$ cat src/design/hfpr_pkg.sv
// Package of constants and types for the Hall fault protection supervisor
package hfpr_pkg;
    // ----------------------------------------
    // Timebase and blanking
    // ----------------------------------------
    localparam int unsigned CLK_HZ         = 50000000;
    localparam int unsigned TICK_NS        = 1000;
    localparam int unsigned TICK_CYCLES    = (TICK_NS * (CLK_HZ / 1000000)) / 1000;
    localparam int unsigned BLANK_US       = 80;
    localparam int unsigned BLANK_TICKS    = BLANK_US * 1000 / TICK_NS;
    localparam int unsigned TICK_W         = 6;
    localparam int unsigned BLANK_W        = 8;
    localparam logic [TICK_W-1:0]  TICK_RST  = 6'h00;
    localparam logic [BLANK_W-1:0] BLANK_RST = 8'h00;
    localparam int unsigned NUM_CH         = 2;

    // ----------------------------------------
    // Channel states
    // ----------------------------------------
    typedef enum logic [1:0] {
        HFPR_OFF,
        HFPR_BLANK,
        HFPR_RUN,
        HFPR_GND_LATCH
    } hfpr_ch_state_t;
endpackage : hfpr_pkg

$ cat src/design/hfpr_supervisor.sv
// Fault supervisor for two current-fed Hall sensor channels
// Functional notes
// - Supply out of 6V..18V: fault flag low, both channel currents off.
// - Supply back in range: both channels restart through blanking.
// - Channel current below 2mA (open): flag low, that channel off.
// - Open channel loaded again: restart with blanking, no host action.
// - Channel above supply rail: flag low, that channel off.
// - Channel current above 23mA (short to ground): flag low, channel off.
// - During short-to-ground shutdown, keep weak 50uA pull-up enabled.
// - Falling edge on select input restarts ground-latched channels with blanking.
// - Only short to ground latches; other faults clear themselves.
// - Supply out of range forces flag and both level outputs low.
`timescale 1ns/1ps
module hfpr_supervisor #(
    parameter int unsigned BLANK_TICKS_P = hfpr_pkg::BLANK_TICKS
) (
    input  wire logic       core_clk_in,
    input  wire logic       rst_n_in,
    input  wire logic       supply_ok_in,
    input  wire logic [1:0] open_in,
    input  wire logic [1:0] short_supply_in,
    input  wire logic [1:0] short_ground_in,
    input  wire logic [1:0] hall_level_in,
    input  wire logic       fault_report_select_in,
    output logic      [1:0] channel_current_en_out,
    output logic      [1:0] pullup_en_out,
    output logic            fault_n_out,
    output logic            level_out_a_out,
    output logic            level_out_b_out
);
    // ----------------------------------------
    // State
    // ----------------------------------------
    typedef struct packed {
        hfpr_pkg::hfpr_ch_state_t [1:0]   st;
        logic [1:0][hfpr_pkg::BLANK_W-1:0] blank;
        logic [hfpr_pkg::TICK_W-1:0]       tick_cnt;
        logic                              sel_prev;
        logic [1:0]                        cur_en;
        logic [1:0]                        pull_en;
        logic                              fault_n;
        logic [1:0]                        level;
    } hfpr_state_t;

    hfpr_state_t r;
    hfpr_state_t next_r;

    localparam logic [hfpr_pkg::BLANK_W-1:0] BLANK_LAST = hfpr_pkg::BLANK_W'(BLANK_TICKS_P - 1);
    localparam logic [hfpr_pkg::TICK_W-1:0]  TICK_LAST  = hfpr_pkg::TICK_W'(hfpr_pkg::TICK_CYCLES - 1);

    logic tick;
    logic sel_fall;
    assign tick     = (r.tick_cnt == TICK_LAST);
    assign sel_fall = r.sel_prev & ~fault_report_select_in;

    // ----------------------------------------
    // Decoding
    // ----------------------------------------
    // Sensor current flows in blanking and in normal running only
    function automatic logic ch_powered(input hfpr_pkg::hfpr_ch_state_t s);
        return (s == hfpr_pkg::HFPR_BLANK) || (s == hfpr_pkg::HFPR_RUN);
    endfunction : ch_powered

    function automatic logic ch_running(input hfpr_pkg::hfpr_ch_state_t s);
        return s == hfpr_pkg::HFPR_RUN;
    endfunction : ch_running

    // ----------------------------------------
    // Next state
    // ----------------------------------------
    always_comb begin
        logic any_bad;
        any_bad = 1'b0;
        next_r = r;
        next_r.sel_prev = fault_report_select_in;
        next_r.tick_cnt = tick ? hfpr_pkg::TICK_RST : r.tick_cnt + 1'b1;
        for (int i = 0; i < hfpr_pkg::NUM_CH; i++) begin
            if (!supply_ok_in) begin
                // Supply fault dominates and also clears a ground latch
                next_r.st[i]    = hfpr_pkg::HFPR_OFF;
                next_r.blank[i] = hfpr_pkg::BLANK_RST;
            end else begin
                unique case (r.st[i])
                    hfpr_pkg::HFPR_OFF: begin
                        // Leaving off needs a clean open/short view; restart is automatic
                        if (!open_in[i] && !short_supply_in[i]) begin
                            next_r.st[i]    = hfpr_pkg::HFPR_BLANK;
                            next_r.blank[i] = hfpr_pkg::BLANK_RST;
                        end
                    end
                    hfpr_pkg::HFPR_BLANK, hfpr_pkg::HFPR_RUN: begin
                        if (short_ground_in[i]) begin
                            next_r.st[i] = hfpr_pkg::HFPR_GND_LATCH;
                        end else if (open_in[i] || short_supply_in[i]) begin
                            next_r.st[i] = hfpr_pkg::HFPR_OFF;
                        end else if (r.st[i] == hfpr_pkg::HFPR_BLANK && tick) begin
                            if (r.blank[i] == BLANK_LAST) begin
                                next_r.st[i] = hfpr_pkg::HFPR_RUN;
                            end else begin
                                next_r.blank[i] = r.blank[i] + 1'b1;
                            end
                        end
                    end
                    hfpr_pkg::HFPR_GND_LATCH: begin
                        // Open seen via pull-up releases the latch; it wins over a select edge so that
                        // an open line is never powered. A line above the rail is not restarted either.
                        if (open_in[i]) begin
                            next_r.st[i] = hfpr_pkg::HFPR_OFF;
                        end else if (sel_fall && !short_supply_in[i]) begin
                            next_r.st[i]    = hfpr_pkg::HFPR_BLANK;
                            next_r.blank[i] = hfpr_pkg::BLANK_RST;
                        end
                    end
                endcase
            end
            next_r.cur_en[i]  = ch_powered(next_r.st[i]);
            next_r.pull_en[i] = (next_r.st[i] == hfpr_pkg::HFPR_GND_LATCH);
            next_r.level[i]   = ch_running(next_r.st[i]) & hall_level_in[i];
            if (!ch_running(next_r.st[i])) begin
                any_bad = 1'b1;
            end
        end
        next_r.fault_n = ~any_bad;
    end

    // ----------------------------------------
    // Registers
    // ----------------------------------------
    always_ff @(posedge core_clk_in) begin
        if (!rst_n_in) begin
            r.st[0]    <= hfpr_pkg::HFPR_OFF;
            r.st[1]    <= hfpr_pkg::HFPR_OFF;
            r.blank    <= {hfpr_pkg::BLANK_RST, hfpr_pkg::BLANK_RST};
            r.tick_cnt <= hfpr_pkg::TICK_RST;
            r.sel_prev <= 1'b0;
            r.cur_en   <= 2'h0;
            r.pull_en  <= 2'h0;
            r.fault_n  <= 1'b0;
            r.level    <= 2'h0;
        end else begin
            r <= next_r;
        end
    end

    // ----------------------------------------
    // Outputs
    // ----------------------------------------
    assign channel_current_en_out = r.cur_en;
    assign pullup_en_out          = r.pull_en;
    assign fault_n_out            = r.fault_n;
    assign level_out_a_out        = r.level[0];
    assign level_out_b_out        = r.level[1];

    // ----------------------------------------
    // Checks
    // ----------------------------------------
    a_supply_cuts_all: assert property (@(posedge core_clk_in) disable iff (!rst_n_in)
        !supply_ok_in |=> (channel_current_en_out == 2'h0 && !fault_n_out))
        else $error("supply fault did not cut both channels");
    a_supply_forces_low: assert property (@(posedge core_clk_in) disable iff (!rst_n_in)
        !supply_ok_in |=> (!level_out_a_out && !level_out_b_out))
        else $error("level outputs not forced low on supply fault");
    a_open_cuts_a: assert property (@(posedge core_clk_in) disable iff (!rst_n_in)
        (supply_ok_in && open_in[0]) |=> (!channel_current_en_out[0] && !fault_n_out))
        else $error("open channel a not cut");
    a_short_supply_cuts: assert property (@(posedge core_clk_in) disable iff (!rst_n_in)
        (supply_ok_in && short_supply_in[1] && !short_ground_in[1]) |=> !channel_current_en_out[1])
        else $error("short to supply on channel b not cut");
    a_gnd_pullup: assert property (@(posedge core_clk_in) disable iff (!rst_n_in)
        (supply_ok_in && channel_current_en_out[0] && short_ground_in[0]) |=> (pullup_en_out[0] && !fault_n_out))
        else $error("short to ground did not latch with pull-up");
    a_pullup_no_cur: assert property (@(posedge core_clk_in) disable iff (!rst_n_in)
        pullup_en_out[0] |-> !channel_current_en_out[0])
        else $error("pull-up and current both on");
    a_sel_fall_restart: assert property (@(posedge core_clk_in) disable iff (!rst_n_in)
        (supply_ok_in && pullup_en_out[1] && !open_in[1] && !short_supply_in[1] && $fell(fault_report_select_in))
        |=> channel_current_en_out[1])
        else $error("select falling edge did not restart channel b");
    a_blank_holds_flag: assert property (@(posedge core_clk_in) disable iff (!rst_n_in)
        $rose(channel_current_en_out[0]) |-> !fault_n_out[*2])
        else $error("flag high during blanking");
    a_auto_recover: assert property (@(posedge core_clk_in) disable iff (!rst_n_in)
        ($fell(open_in[0]) && supply_ok_in && !short_supply_in[0] && !pullup_en_out[0]) |=> ##[0:2]
        channel_current_en_out[0])
        else $error("open channel a did not restart");
    a_open_cuts_b: assert property (@(posedge core_clk_in) disable iff (!rst_n_in)
        (supply_ok_in && open_in[1]) |=> (!channel_current_en_out[1] && !fault_n_out))
        else $error("open channel b not cut");
    a_latch_holds_b: assert property (@(posedge core_clk_in) disable iff (!rst_n_in)
        (supply_ok_in && pullup_en_out[1] && !open_in[1] && !$fell(fault_report_select_in)) |=> pullup_en_out[1])
        else $error("ground latch on channel b released without cause");
    a_supply_restart: assert property (@(posedge core_clk_in) disable iff (!rst_n_in)
        ($rose(supply_ok_in) && open_in == 2'h0 && short_supply_in == 2'h0) |=>
        (channel_current_en_out == 2'h3 && !fault_n_out))
        else $error("channels not restarted into blanking after supply fault");
    a_blank_holds_b: assert property (@(posedge core_clk_in) disable iff (!rst_n_in)
        $rose(channel_current_en_out[1]) |-> !fault_n_out[*2])
        else $error("flag high during blanking of channel b");
    a_flag_stays_high: assert property (@(posedge core_clk_in) disable iff (!rst_n_in)
        (fault_n_out && supply_ok_in && open_in == 2'h0 && short_supply_in == 2'h0 && short_ground_in == 2'h0)
        |=> fault_n_out)
        else $error("flag dropped with no fault present");
    a_level_follows: assert property (@(posedge core_clk_in) disable iff (!rst_n_in)
        (fault_n_out && supply_ok_in && open_in == 2'h0 && short_supply_in == 2'h0 && short_ground_in == 2'h0)
        |=> ({level_out_b_out, level_out_a_out} == $past(hall_level_in)))
        else $error("level outputs do not follow the running sensors");

    // ----------------------------------------
    // Covers
    // ----------------------------------------
    c_supply_recover: cover property (@(posedge core_clk_in) disable iff (!rst_n_in)
        !supply_ok_in ##1 supply_ok_in ##[1:300] channel_current_en_out == 2'h3);
    c_reach_run: cover property (@(posedge core_clk_in) disable iff (!rst_n_in)
        $rose(fault_n_out));
    c_gnd_restart: cover property (@(posedge core_clk_in) disable iff (!rst_n_in)
        pullup_en_out[1] ##1 (!pullup_en_out[1] && channel_current_en_out[1]));
    c_manual_release: cover property (@(posedge core_clk_in) disable iff (!rst_n_in)
        pullup_en_out[0] ##1 (!pullup_en_out[0] && !channel_current_en_out[0]));
endmodule : hfpr_supervisor

$ cat config.mk
export PLATFORM = sky130hd
export DESIGN_NAME = hfpr_supervisor
export DESIGN_NICKNAME = d
export VERILOG_FILES = /design/src/design/hfpr_pkg.sv /design/src/design/hfpr_supervisor.sv
export SDC_FILE = /design/constraint.sdc
export NUM_CORES = 1
export LEC_CHECK = 0
export ABC_AREA = 1
export BUFFER_PORTS_ARGS = -buffer_cell sky130_fd_sc_hd__buf_2
export CAP_MARGIN = 20
export CORE_MARGIN = 2
export CORE_UTILIZATION = 58
export DETAILED_ROUTE_END_ITERATION = 8
export PLACE_DENSITY = 0.78
export REMOVE_ABC_BUFFERS = 1
export SLEW_MARGIN = 0
export SYNTH_ARGS = -nofsm -noshare
export SYNTH_HDL_FRONTEND = slang
export SYNTH_SLANG_ARGS = --single-unit
$ cat constraint.sdc
create_clock -name core_clk_in -period 1.9 [get_ports core_clk_in]
set_input_delay 0.38 -clock core_clk_in [delete_from_list [all_inputs] [get_ports core_clk_in]]
set_output_delay 0.38 -clock core_clk_in [all_outputs]
set_load 0.1 [all_outputs]
=== Word-level counts from Yosys, hierarchy flattened ===
Index checks and enable logic that the tools add are counted.

* Add/subtract/negate cells: 3
* Eq/ne operators: 29
* Multiplexer cells: 36
* Bitwise operators: 6
* Reductions and logical operators: 22

{| class="wikitable"
|+ Operator list
! operator !! number
|-
| 8-bit two-way mux || 14
|-
| 8-bit case mux with 3 select lines || 2
|-
| 2-bit two-way mux || 16
|-
| 2-bit != test (second input constant) || 14
|-
| 8-bit by 1-bit adder with 8-bit output (second input constant) || 2
|-
| 2-bit == test (second input constant) || 8
|-
| 8-bit by 7-bit == test with 1-bit output (second input constant) || 2
|-
| 7-bit AND reduction || 2
|-
| 2-bit case mux with 3 select lines || 2
|-
| 2-bit by 1-bit == test with 1-bit output (second input constant) || 4
|-
| 6-bit by 1-bit adder with 6-bit output (second input constant) || 1
|-
| 6-bit == test (second input constant) || 1
|-
| 1-bit logical AND || 6
|-
| 2-bit OR reduction || 3
|-
| 1-bit zero test || 4
|-
| 2-bit zero test || 2
|-
| 1-bit logical OR || 4
|-
| 1-bit AND || 3
|-
| 1-bit NOT || 3
|-
| 1-bit two-way mux || 2
|-
| 2-bit AND reduction || 1
|}

* Register bits: 34
* Input port bits: 12
* Output and inout port bits: 7
* Logic and storage cells: 106

=== Depth between registers and ports, before layout ===
Gate-level depths: netlist of run 1.

* Word-level depth: 11
* Gate-level depth with buffers: 17
* Gate-level depth less buffers: 17

=== Worst setup path after synthesis of run 1 ===
OpenSTA, ideal clock, no wires.

* Kind: register to register
* Start point: register r[22] (netlist bit)
* End point: register r (netlist bit channel_current_en_out[1])
* Library setup time: 64 ps
* Arrival time: 1643 ps
* Data required time: 1836 ps
* Slack: 193 ps
* Stages on the path, launching flop included: 15
* Buffers on the path: 0
* Clock period less this slack: 1707 ps
* Path through: dfxtp_1 -> ha_1 -> nand2_1 -> inv_1 -> nand2_1 -> nand3b_1 -> nand2_1 -> nand2_1 -> nand2_1 -> nand2_1 -> nand3_1 -> nand2_1 -> nor2_1 -> ha_1 -> nor2_1

{| class="wikitable"
|+ RTL lines
! item !! line !! source
|-
| start: declaration || hfpr_supervisor.sv:45 || <nowiki>hfpr_state_t r;</nowiki>
|-
| start signal: assignment || hfpr_supervisor.sv:141 || <nowiki>r <= next_r;</nowiki>
|}

==> results of run 1 <==
power groups by stage:
stage	Clock (mW)	Sequential [mW]	Combinational, mW
4_1_cts	0.559	0.744	0.228
6_report	0.540	0.747	0.249
2_1_floorplan	0	0.796	0.132
3_3_place_gp	0	0.760	0.227
3_5_place_dp	0	0.761	0.227
5_1_grt	0.583	0.750	0.276
metal layers:
layer	vias up	part of all wire, %	track usage (%)
met5	-	0	0
met1	783	45	26.88
met4	0	0.92	5.775
met3	4	4.0	6.513
li1	926	-	-
met2	28	50	36.69
cell type report:
class                      count  area [µm²]
clock inverter                 1       30.03
multi-input combinational    195        1072
tap                           44       55.05
inverter                      51       193.9
timing repair buffer          24       135.1
clock buffer                   6       51.30
sequential                    34       686.9
fill                         285       878.3
sequential cells by signal, summed over array words and instances (netlist names):
name and flops:
pullup_en_out 2, level_out_a_out 1, channel_current_en_out 2, r 27
level_out_b_out 1, fault_n_out 1
cells by family (layout without fill, tap and decap cells):
group,Yosys count,in the layout
and+or+nand+nor,153,153
buffers and inverters,55,82
AOI/OAI and AO/OA,23,23
xor gates and xnor gates,7,7
adders and majority gates,12,12
DFF,34,34
how the worst min path moves through the flow:
stage                           from               to  depth (start not counted)
floorplan                      r[16]            r[16]                          2
global placement               r[16]            r[16]                          2
detailed placement             r[16]            r[16]                          2
CTS                 hall_level_in[0]  level_out_a_out                          3
global route        hall_level_in[0]  level_out_a_out                          3
finish              hall_level_in[0]  level_out_a_out                          3
stage by stage:
step	TNS (ns)	instances	hold WS (ns)	power (mW)
detailed placement	0	346	0.4558	0.9877
global placement	0	346	0.4545	0.9862
CTS	0	353	0.2422	1.531
finish	0	355	0.2547	1.536
global route	-0.4363	355	0.2514	1.609
floorplan	0	280	0.4343	0.9282
worst reg2reg max path: stages, from the launching register on:
cell      delay [ns]
dfxtp_2         0.35
inv_2           0.07
ha_4            0.12
inv_2           0.03
nor2_2          0.08
nand2_2         0.08
nor2_2          0.12
nand3b_1        0.10
nand2_1         0.08
nand2_1         0.04
nand2_1         0.07
nand2_1         0.04
nand3_1         0.08
nand2_2         0.08
nor2_4          0.15
ha_4            0.21
nor2_1          0.08
synthesized netlist by cell type:
library cell | count | area [µm²]
nor3b_1 | 1 | 7.510
nand2_2 | 3 | 18.77
dfxtp_1 | 34 | 680.7
inv_4 | 1 | 6.260
xor2_1 | 6 | 52.55
nor2_2 | 3 | 18.77
ha_1 | 12 | 150.1
xnor2_1 | 1 | 8.760
nand2_1 | 69 | 259.0
inv_1 | 50 | 187.7
o21ai_0 | 8 | 40.04
nor3_4 | 1 | 16.27
nand2_4 | 1 | 11.26
nand4_1 | 6 | 37.54
nor3_1 | 7 | 35.03
or2_0 | 1 | 6.260
nand3_2 | 2 | 20.02
nand3b_1 | 1 | 7.510
a21oi_4 | 1 | 16.27
nor2_1 | 42 | 157.7
buf_4 | 4 | 30.03
o21ai_2 | 1 | 8.760
nand3_1 | 16 | 80.08
a21oi_1 | 12 | 60.06
o21ai_1 | 1 | 5.000
layout by cell type (no fill, tap or decap):
cell / count
nand2_1: 66
inv_1: 48
nor2_1: 37
dfxtp_1: 29
buf_2: 18
nand3_1: 15
a21oi_1: 12
ha_1: 10
o21ai_0: 8
nor2_2: 7
nor3_1: 7
nand2_2: 6
nand4_1: 6
xor2_1: 6
buf_4: 6
clkbuf_4: 5
dfxtp_2: 5
nand3_2: 3
inv_2: 2
ha_4: 2
nand3b_1: 1
nor2_4: 1
nor3_4: 1
o21ai_2: 1
a21oi_4: 1
nand2_4: 1
inv_4: 1
nor3b_1: 1
or2_0: 1
o21ai_1: 1
xnor2_1: 1
bufinv_16: 1
clkbuf_8: 1
repair_timing:
action | in CTS | in global routing
buffers inserted | 0 | 2
setup endpoints to repair | 0 | 8
resized for setup | 0 | 21
==> flow_summary.toml, run 1 <==
[timing]
worst_pin_slew_ns = 0.4940
max_slew_margin_pct = 67.29
hold_viol = 0
post-route-period-util_pct = 96.17
period_minus_slack_ns = 1.827
setup_slack_ns = 0.07268
fmax_mhz = 547.3
setup_viol = 0
rsz0062_at_grt = "yes"
maxSlewViolCount = 0
finClkSkew_ns = 0.01077

[setup_path]
cp.required_ns = 2.17
worst-path-buf-inv = 2
worst-r2r-setup-slack_ns = 0.07
cp.arrival_ns = 2.09
reg2reg_depth = 16
crit_top_cell = "nand2_1"
cp_slowest_stage_delay_ns = 0.35
slowest_stage = "dfxtp_2"
endpoint_kind = "flip-flop"
crit_chain = "inv_2 -> ha_4 -> inv_2 -> nor2_2 -> nand2_2 -> nor2_2 -> nand3b_1 -> nand2_1 -> nand2_1 -> nand2_1 -> nand2_1 -> nand3_1 -> nand2_2 -> nor2_4 -> ha_4 -> nor2_1"
cp-start-kind = "flip-flop"
cp_num_cells = 16
rr_endpoint = "channel_current_en_out[1]"
reg2reg_from = "r[9]"
crit_fanout = 4
cp_top_family = "simple AND/OR/NAND/NOR gates"
crit_type = "flip-flop to flip-flop"
worstSetupEndpoint = "channel_current_en_out[1]"
cp-startpoint = "r[9]"

[place]
gp_congestion = 0.7963
io_buffers = 18
dp_hpwl_um = 2753
dp_slack_ns = 0.07596
placed_area_um2 = 2067

[global_route]
track_usage_pct = 21.69
grt_max_degree = 11
grt_pass1_vias = 1528
antenna_found_initial = 0
grt_pass1_wl_um = 6120
grt_overflow = 0

[synthesis]
netlist_instances = 284
avgSynthCellArea_um2 = 6.767
yosys.area_share.simple_pct = 35.16
yosysUniqueCellTypes = 25
synth_top_family_by_area = "simple AND/OR/NAND/NOR gates"
synthesis.area_um2 = 1922
synth_xor_area_share_pct = 3.190
synth-compound-area-share_pct = 6.771
muxShareOfSynthArea_pct = 0
yosysWarnings = 0
yosys_register_bits = 34
yosysSeqAreaShare_pct = 35.42
synthAdderAreaFrac_pct = 7.813

[pwr]
swShare_pct = 27.38
switchingPower_mw = 0.4206
clockPowerShare_pct = 35.2
ir_drop_mv = 0.7088
combPwrFrac_pct = 16.2
p_leak_nw = 0.9990
power.density_nw_per_um2 = 690.6
p_int_mw = 1.116
sequentialPowerShare_pct = 48.6

[floorplan]
io_pins = 19
dieHeight_um = 61.57
core_region_area_um2 = 3103
die_w_um = 61.57
num_rows = 20
fp.dieArea_um2 = 3790
initial_core_util_pct = 61.94

[finish]
design_area_um2 = 2225
area_growth_pct = 15.76
final_util_pct = 71.69
drive_above_1_share_pct = 19.94
fin_nets = 335
n_antenna_cell = 0

[drt]
drt_iter0_markers = 113
dr.pass1.iters = 4
wire_per_inst_um = 10.37
drc_errors = 0
wl_um = 3683
via_per_inst = 4.904
ant_nets = 0
vias = 1741

[flow_run]
timing.max_cap.violations = 0

[cts]
cts.htree.levels = 2
cts_tree = "yes"
clock-root-buffer = "clkbuf_4"
clk_path_buf_depth = 2
cts.sinks = 34
cts_buffers = 5
postCtsHoldBufs = 0
clk_latency_ns = 0.33
clk_pin_slew_ns = 0.10

[hold_path]
hold_class = "input pin to flip-flop"

[status]
status = "finished clean"
No activity file was read; power rests on OpenSTA's default activity.
==> run 2, diff against run 1 <==
--- a/config.mk
+++ b/config.mk
@@ -8,6 +8,7 @@
 export ABC_AREA = 1
 export BUFFER_PORTS_ARGS = -buffer_cell sky130_fd_sc_hd__buf_2
 export CAP_MARGIN = 20
+export CORE_ASPECT_RATIO = 0.5
 export CORE_MARGIN = 2
 export CORE_UTILIZATION = 58
 export DETAILED_ROUTE_END_ITERATION = 8
==> flow_summary.toml, run 2 (synthesized netlist as in run 1, its figures left out) <==
[status]
status = "finished clean"

[pwr]
ir_drop_mv = 0.4504
swShare_pct = 27.07
clockPowerShare_pct = 39.4
p_leak_nw = 1.003
total_power_mw = 1.646
sequentialPowerShare_pct = 45.4
power.density_nw_per_um2 = 731.5
switchingPower_mw = 0.4455
combPwrFrac_pct = 15.2
p_int_mw = 1.200

[global_route]
grt_max_degree = 11
grt_overflow = 0
track_usage_pct = 22.30
antenna_found_initial = 0
grt_pass1_wl_um = 6686
grt_pass1_vias = 1620

[floorplan]
io_pins = 19
fp.dieArea_um2 = 3818
num_rows = 14
core_region_area_um2 = 3083
die_w_um = 85.41
dieHeight_um = 44.71
initial_core_util_pct = 62.34

[drt]
vias = 1745
ant_nets = 0
dr.pass1.iters = 4
via_per_inst = 4.972
drt_iter0_markers = 64
wire_per_inst_um = 10.90
drc_errors = 0
wl_um = 3826

[timing]
setup_tns_ns = 0
rsz0062_at_grt = "yes"
max_slew_margin_pct = 67.81
setup_viol = 0
maxSlewViolCount = 0
hold_viol = 0
finClkSkew_ns = 0.003791
holdWs_ns = 0.3026
period_minus_slack_ns = 1.882
worst_pin_slew_ns = 0.4863
fmax_mhz = 531.4
post-route-period-util_pct = 99.05

[cts]
postCtsHoldBufs = 0
clk_latency_ns = 0.29
cts_tree = "yes"
clk_pin_slew_ns = 0.07
clk_path_buf_depth = 2
cts.sinks = 34
cts_buffers = 5
cts.htree.levels = 2
clock-root-buffer = "clkbuf_8"

[setup_path]
cp.required_ns = 2.13
slowest_stage = "dfxtp_2"
crit_chain = "inv_2 -> ha_4 -> inv_2 -> nor2_2 -> nand2_2 -> nor2_2 -> nand3b_1 -> nand2_1 -> nand2_1 -> nand2_1 -> nand2_1 -> nand3_2 -> nand2_2 -> nor2_4 -> ha_4 -> nand2_2 -> nor2_1"
cp-start-kind = "flip-flop"
crit_type = "flip-flop to flip-flop"
crit_top_cell = "nand2_1"
reg2reg_depth = 17
cp.arrival_ns = 2.11
cp_slowest_stage_delay_ns = 0.34
endpoint_kind = "flip-flop"
crit_fanout = 4

[finish]
area_growth_pct = 17.06
largest-register = "r"
fin_nets = 334
final_common_cell = "nand2_1"
largest_reg_flops = 27
drive_above_1_share_pct = 19.29
n_fill_cell = 248
n_antenna_cell = 0
design_area_um2 = 2250
most-common-layout-cells = "nand2_1, inv_1, nor2_1"

[place]
io_buffers = 18
placed_area_um2 = 2054
dp_hpwl_um = 2787
gp_congestion = 0.9288

[flow_run]
timing.max_cap.violations = 0

[hold_path]
hold_class = "input pin to flip-flop"
whs_path_depth = 3
run 2: cell type report:
type / count / area [µm²] / share of cell area [%]
inverters: 51 / 193.9 / 8.621
clock buffers: 7 / 76.32 / 3.393
flip-flops and latches: 34 / 684.4 / 30.42
well taps: 40 / 50.05 / 2.225
clock inverters: 1 / 30.03 / 1.335
repair buffers: 23 / 127.6 / 5.673
multi-input cells: 195 / 1087 / 48.33
run 2: worst max-delay path, delay by kind of cell, from the launching register on:
family,cells,cell delay (ns)
fa+ha+maj,2,0.27
buf+inv,2,0.09
flops,1,0.34
simple gates,13,1.11
run 2: power groups by stage:
stage          registers [mW]  logic (mW)  clock network [mW]
6_report                0.747       0.250               0.649
4_1_cts                 0.744       0.230               0.660
5_1_grt                 0.749       0.277               0.688
3_5_place_dp            0.761       0.226                   0
3_3_place_gp            0.760       0.221                   0
2_1_floorplan           0.796       0.132                   0
run 2: what timing repair did:
action                     CTS  global route
pin swaps                    0            11
buffers inserted             1             1
setup endpoints to repair    2             9
gates resized for setup      1            21
run 2: per-stage QoR:
stage | setup WS, ns | utilization, % | cells
after floorplan | 0.1929 | - | 280
after global placement | 0.1287 | 66.64 | 341
after detailed placement | 0.01607 | 66.64 | 341
after CTS | 0.01363 | 70.41 | 350
after global routing | -0.1380 | 72.97 | 351
final | 0.01804 | 72.97 | 351
run 2: path summary, 6_finish.rpt:
path | from | endpoint | slack, ns
worst max-delay path | r[9] | level_out_b_out | 0.02
worst max register to register | r[9] | level_out_b_out | 0.02
worst min-delay path | hall_level_in[0] | level_out_a_out | 0.30
worst min register to register | r[18] | r[18] | 0.47
run 2: per-layer routing:
metal / vias up / part of all wire (%) / GRT usage (%)
li1: 924 / - / -
met1: 782 / 46 / 26.54
met2: 30 / 47 / 40.00
met3: 9 / 4.5 / 6.216
met4: 0 / 2.2 / 7.937
met5: - / 0 / 0
==> run 3, diff against run 2 <==
--- a/config.mk
+++ b/config.mk
@@ -8,9 +8,11 @@
 export ABC_AREA = 1
 export BUFFER_PORTS_ARGS = -buffer_cell sky130_fd_sc_hd__buf_2
 export CAP_MARGIN = 20
+export CELL_PAD_IN_SITES_DETAIL_PLACEMENT = 1
+export CELL_PAD_IN_SITES_GLOBAL_PLACEMENT = 2
 export CORE_ASPECT_RATIO = 0.5
 export CORE_MARGIN = 2
-export CORE_UTILIZATION = 58
+export CORE_UTILIZATION = 32
 export DETAILED_ROUTE_END_ITERATION = 8
 export PLACE_DENSITY = 0.78
 export REMOVE_ABC_BUFFERS = 1
==> flow_summary.toml, run 3 (synthesized netlist as in run 1, its figures left out) <==
[drt]
wire_per_inst_um = 12.16
drc_errors = 0
dr.pass1.iters = 4
drt_iter0_markers = 56
ant_nets = 0
wl_um = 4718
vias = 1777
via_per_inst = 4.580

[cts]
postCtsHoldBufs = 0
clock-root-buffer = "clkbuf_16"
clk_pin_slew_ns = 0.05
clk_latency_ns = 0.28
cts.sinks = 34
cts_tree = "yes"
cts.htree.levels = 2
clk_path_buf_depth = 2
cts_buffers = 5

[setup_path]
reg2reg_from = "r[9]"
crit_top_cell = "nand2_1"
crit_fanout = 2
cp_slowest_stage_delay_ns = 0.32
cp-start-kind = "flip-flop"
rr_endpoint = "level_out_b_out"
cp_top_family = "simple AND/OR/NAND/NOR gates"
cp.arrival_ns = 2.03
slowest_stage = "dfxtp_2"
reg2reg_depth = 17
crit_chain = "inv_2 -> ha_4 -> inv_2 -> nor2_2 -> nand2_2 -> nor2_4 -> nand3b_1 -> nand2_1 -> nand2_1 -> nand2_1 -> nand2_1 -> nand3_2 -> nand2_2 -> nor2_4 -> ha_4 -> nand2_2 -> nor2_1"
endpoint_kind = "flip-flop"
cp.required_ns = 2.12
worst-path-buf-inv = 2
crit_type = "flip-flop to flip-flop"
worst-r2r-setup-slack_ns = 0.08

[floorplan]
initial_core_util_pct = 34.11
num_rows = 19
io_pins = 19
core_region_area_um2 = 5634
dieHeight_um = 58.80
fp.dieArea_um2 = 6679
die_w_um = 113.6

[pwr]
p_leak_nw = 1.045
combPwrFrac_pct = 14.1
clockPowerShare_pct = 47.3
sequentialPowerShare_pct = 38.6
p_int_mw = 1.440
switchingPower_mw = 0.4957
swShare_pct = 25.60
power.density_nw_per_um2 = 808.0
ir_drop_mv = 0.4073

[global_route]
grt_overflow = 0
track_usage_pct = 15.65
grt_max_degree = 11
antenna_found_initial = 0
grt_pass1_wl_um = 8045
grt_pass1_vias = 1831

[place]
dp_hpwl_um = 3666
gp_congestion = 0.7885
io_buffers = 18
dp_cells = 376

[hold_path]
hold_class = "input pin to flip-flop"
worstHoldStart = "hall_level_in[0]"
whs_path_depth = 3
holdPathEnd = "level_out_a_out"

[status]
status = "finished clean"

[flow_run]
timing.max_cap.violations = 0

[finish]
drive_above_1_share_pct = 21.90
n_fill_cell = 737
largest_reg_flops = 27
largest-register = "r"
fin_nets = 338
most-common-layout-cells = "nand2_1, inv_1, nor2_1"
area_growth_pct = 24.67
n_antenna_cell = 0
final_common_cell = "nand2_1"
final_cells = 388

[timing]
finClkSkew_ns = 0.004997
setup_viol = 0
rsz0062_at_grt = "yes"
holdWs_ns = 0.3111
hold_viol = 0
post-route-period-util_pct = 95.58
max_slew_margin_pct = 66.59
worst_pin_slew_ns = 0.5047
period_minus_slack_ns = 1.816
maxSlewViolCount = 0
fmax_mhz = 550.7
[run 3: cell types whose count changed in the layout (fill, tap and decap cells not counted), sizes merged]
cell and change:
buf +4
[run 3: metrics by stage]
| step | instance area, µm² | utilization, % | power (mW) | setup TNS [ns] | setup slack, ns |
|---|---|---|---|---|---|
| after floorplan | 1892 | - | 0.9282 | 0 | 0.1929 |
| after global placement | 2111 | 37.46 | 0.9939 | 0 | 0.1269 |
| after detailed placement | 2111 | 37.46 | 1.000 | 0 | 0.03633 |
| after CTS | 2276 | 40.40 | 1.929 | 0 | 0.01642 |
| after global routing | 2396 | 42.53 | 2.027 | -0.3388 | -0.1074 |
| final | 2396 | 42.53 | 1.936 | 0 | 0.08400 |
[run 3: power groups by stage]
stage,registers [mW],logic (mW),clock network [mW]
6_report,0.748,0.273,0.915
5_1_grt,0.750,0.305,0.972
4_1_cts,0.746,0.242,0.941
3_5_place_dp,0.761,0.240,0
3_3_place_gp,0.760,0.234,0
2_1_floorplan,0.796,0.132,0
[run 3: worst max path at each step]
stage	start	end	slack, ns	cells past startpoint
floorplan	r[22]	channel_current_en_out[1]	0.19	14
global placement	r[9]	level_out_a_out	0.13	15
detailed placement	r[9]	channel_current_en_out[1]	0.04	16
CTS	r[9]	channel_current_en_out[1]	0.02	16
global route	r[9]	level_out_b_out	-0.11	17
finish	r[9]	level_out_b_out	0.08	17
[run 3: worst min-delay path: stages]
cell	delay, ns
buf_2	0.09
inv_1	0.04
nor2_1	0.03
[run 3: layout make-up]
cell class	count	area [µm²]	area share [%]
clock buffer	7	132.6	5.535
inverter	51	193.9	8.094
clock inverter	1	30.03	1.253
sequential	34	688.2	28.72
tap	73	91.34	3.812
multi-input combinational	195	1102	46.01
timing repair buffer	27	157.7	6.580
[run 3: what timing repair did]
action,CTS,global route
buffers inserted,0,4
pin swaps,0,12
resized for setup,1,27
gates cloned,0,0
setup endpoints to repair,3,11
[run 3: layer usage]
metal	up-vias	global-route usage (%)	wire, µm
li1	931	-	-
met1	823	18.40	2250
met2	13	27.37	2254
met3	10	4.737	127
met4	0	6.272	85
met5	-	0	0
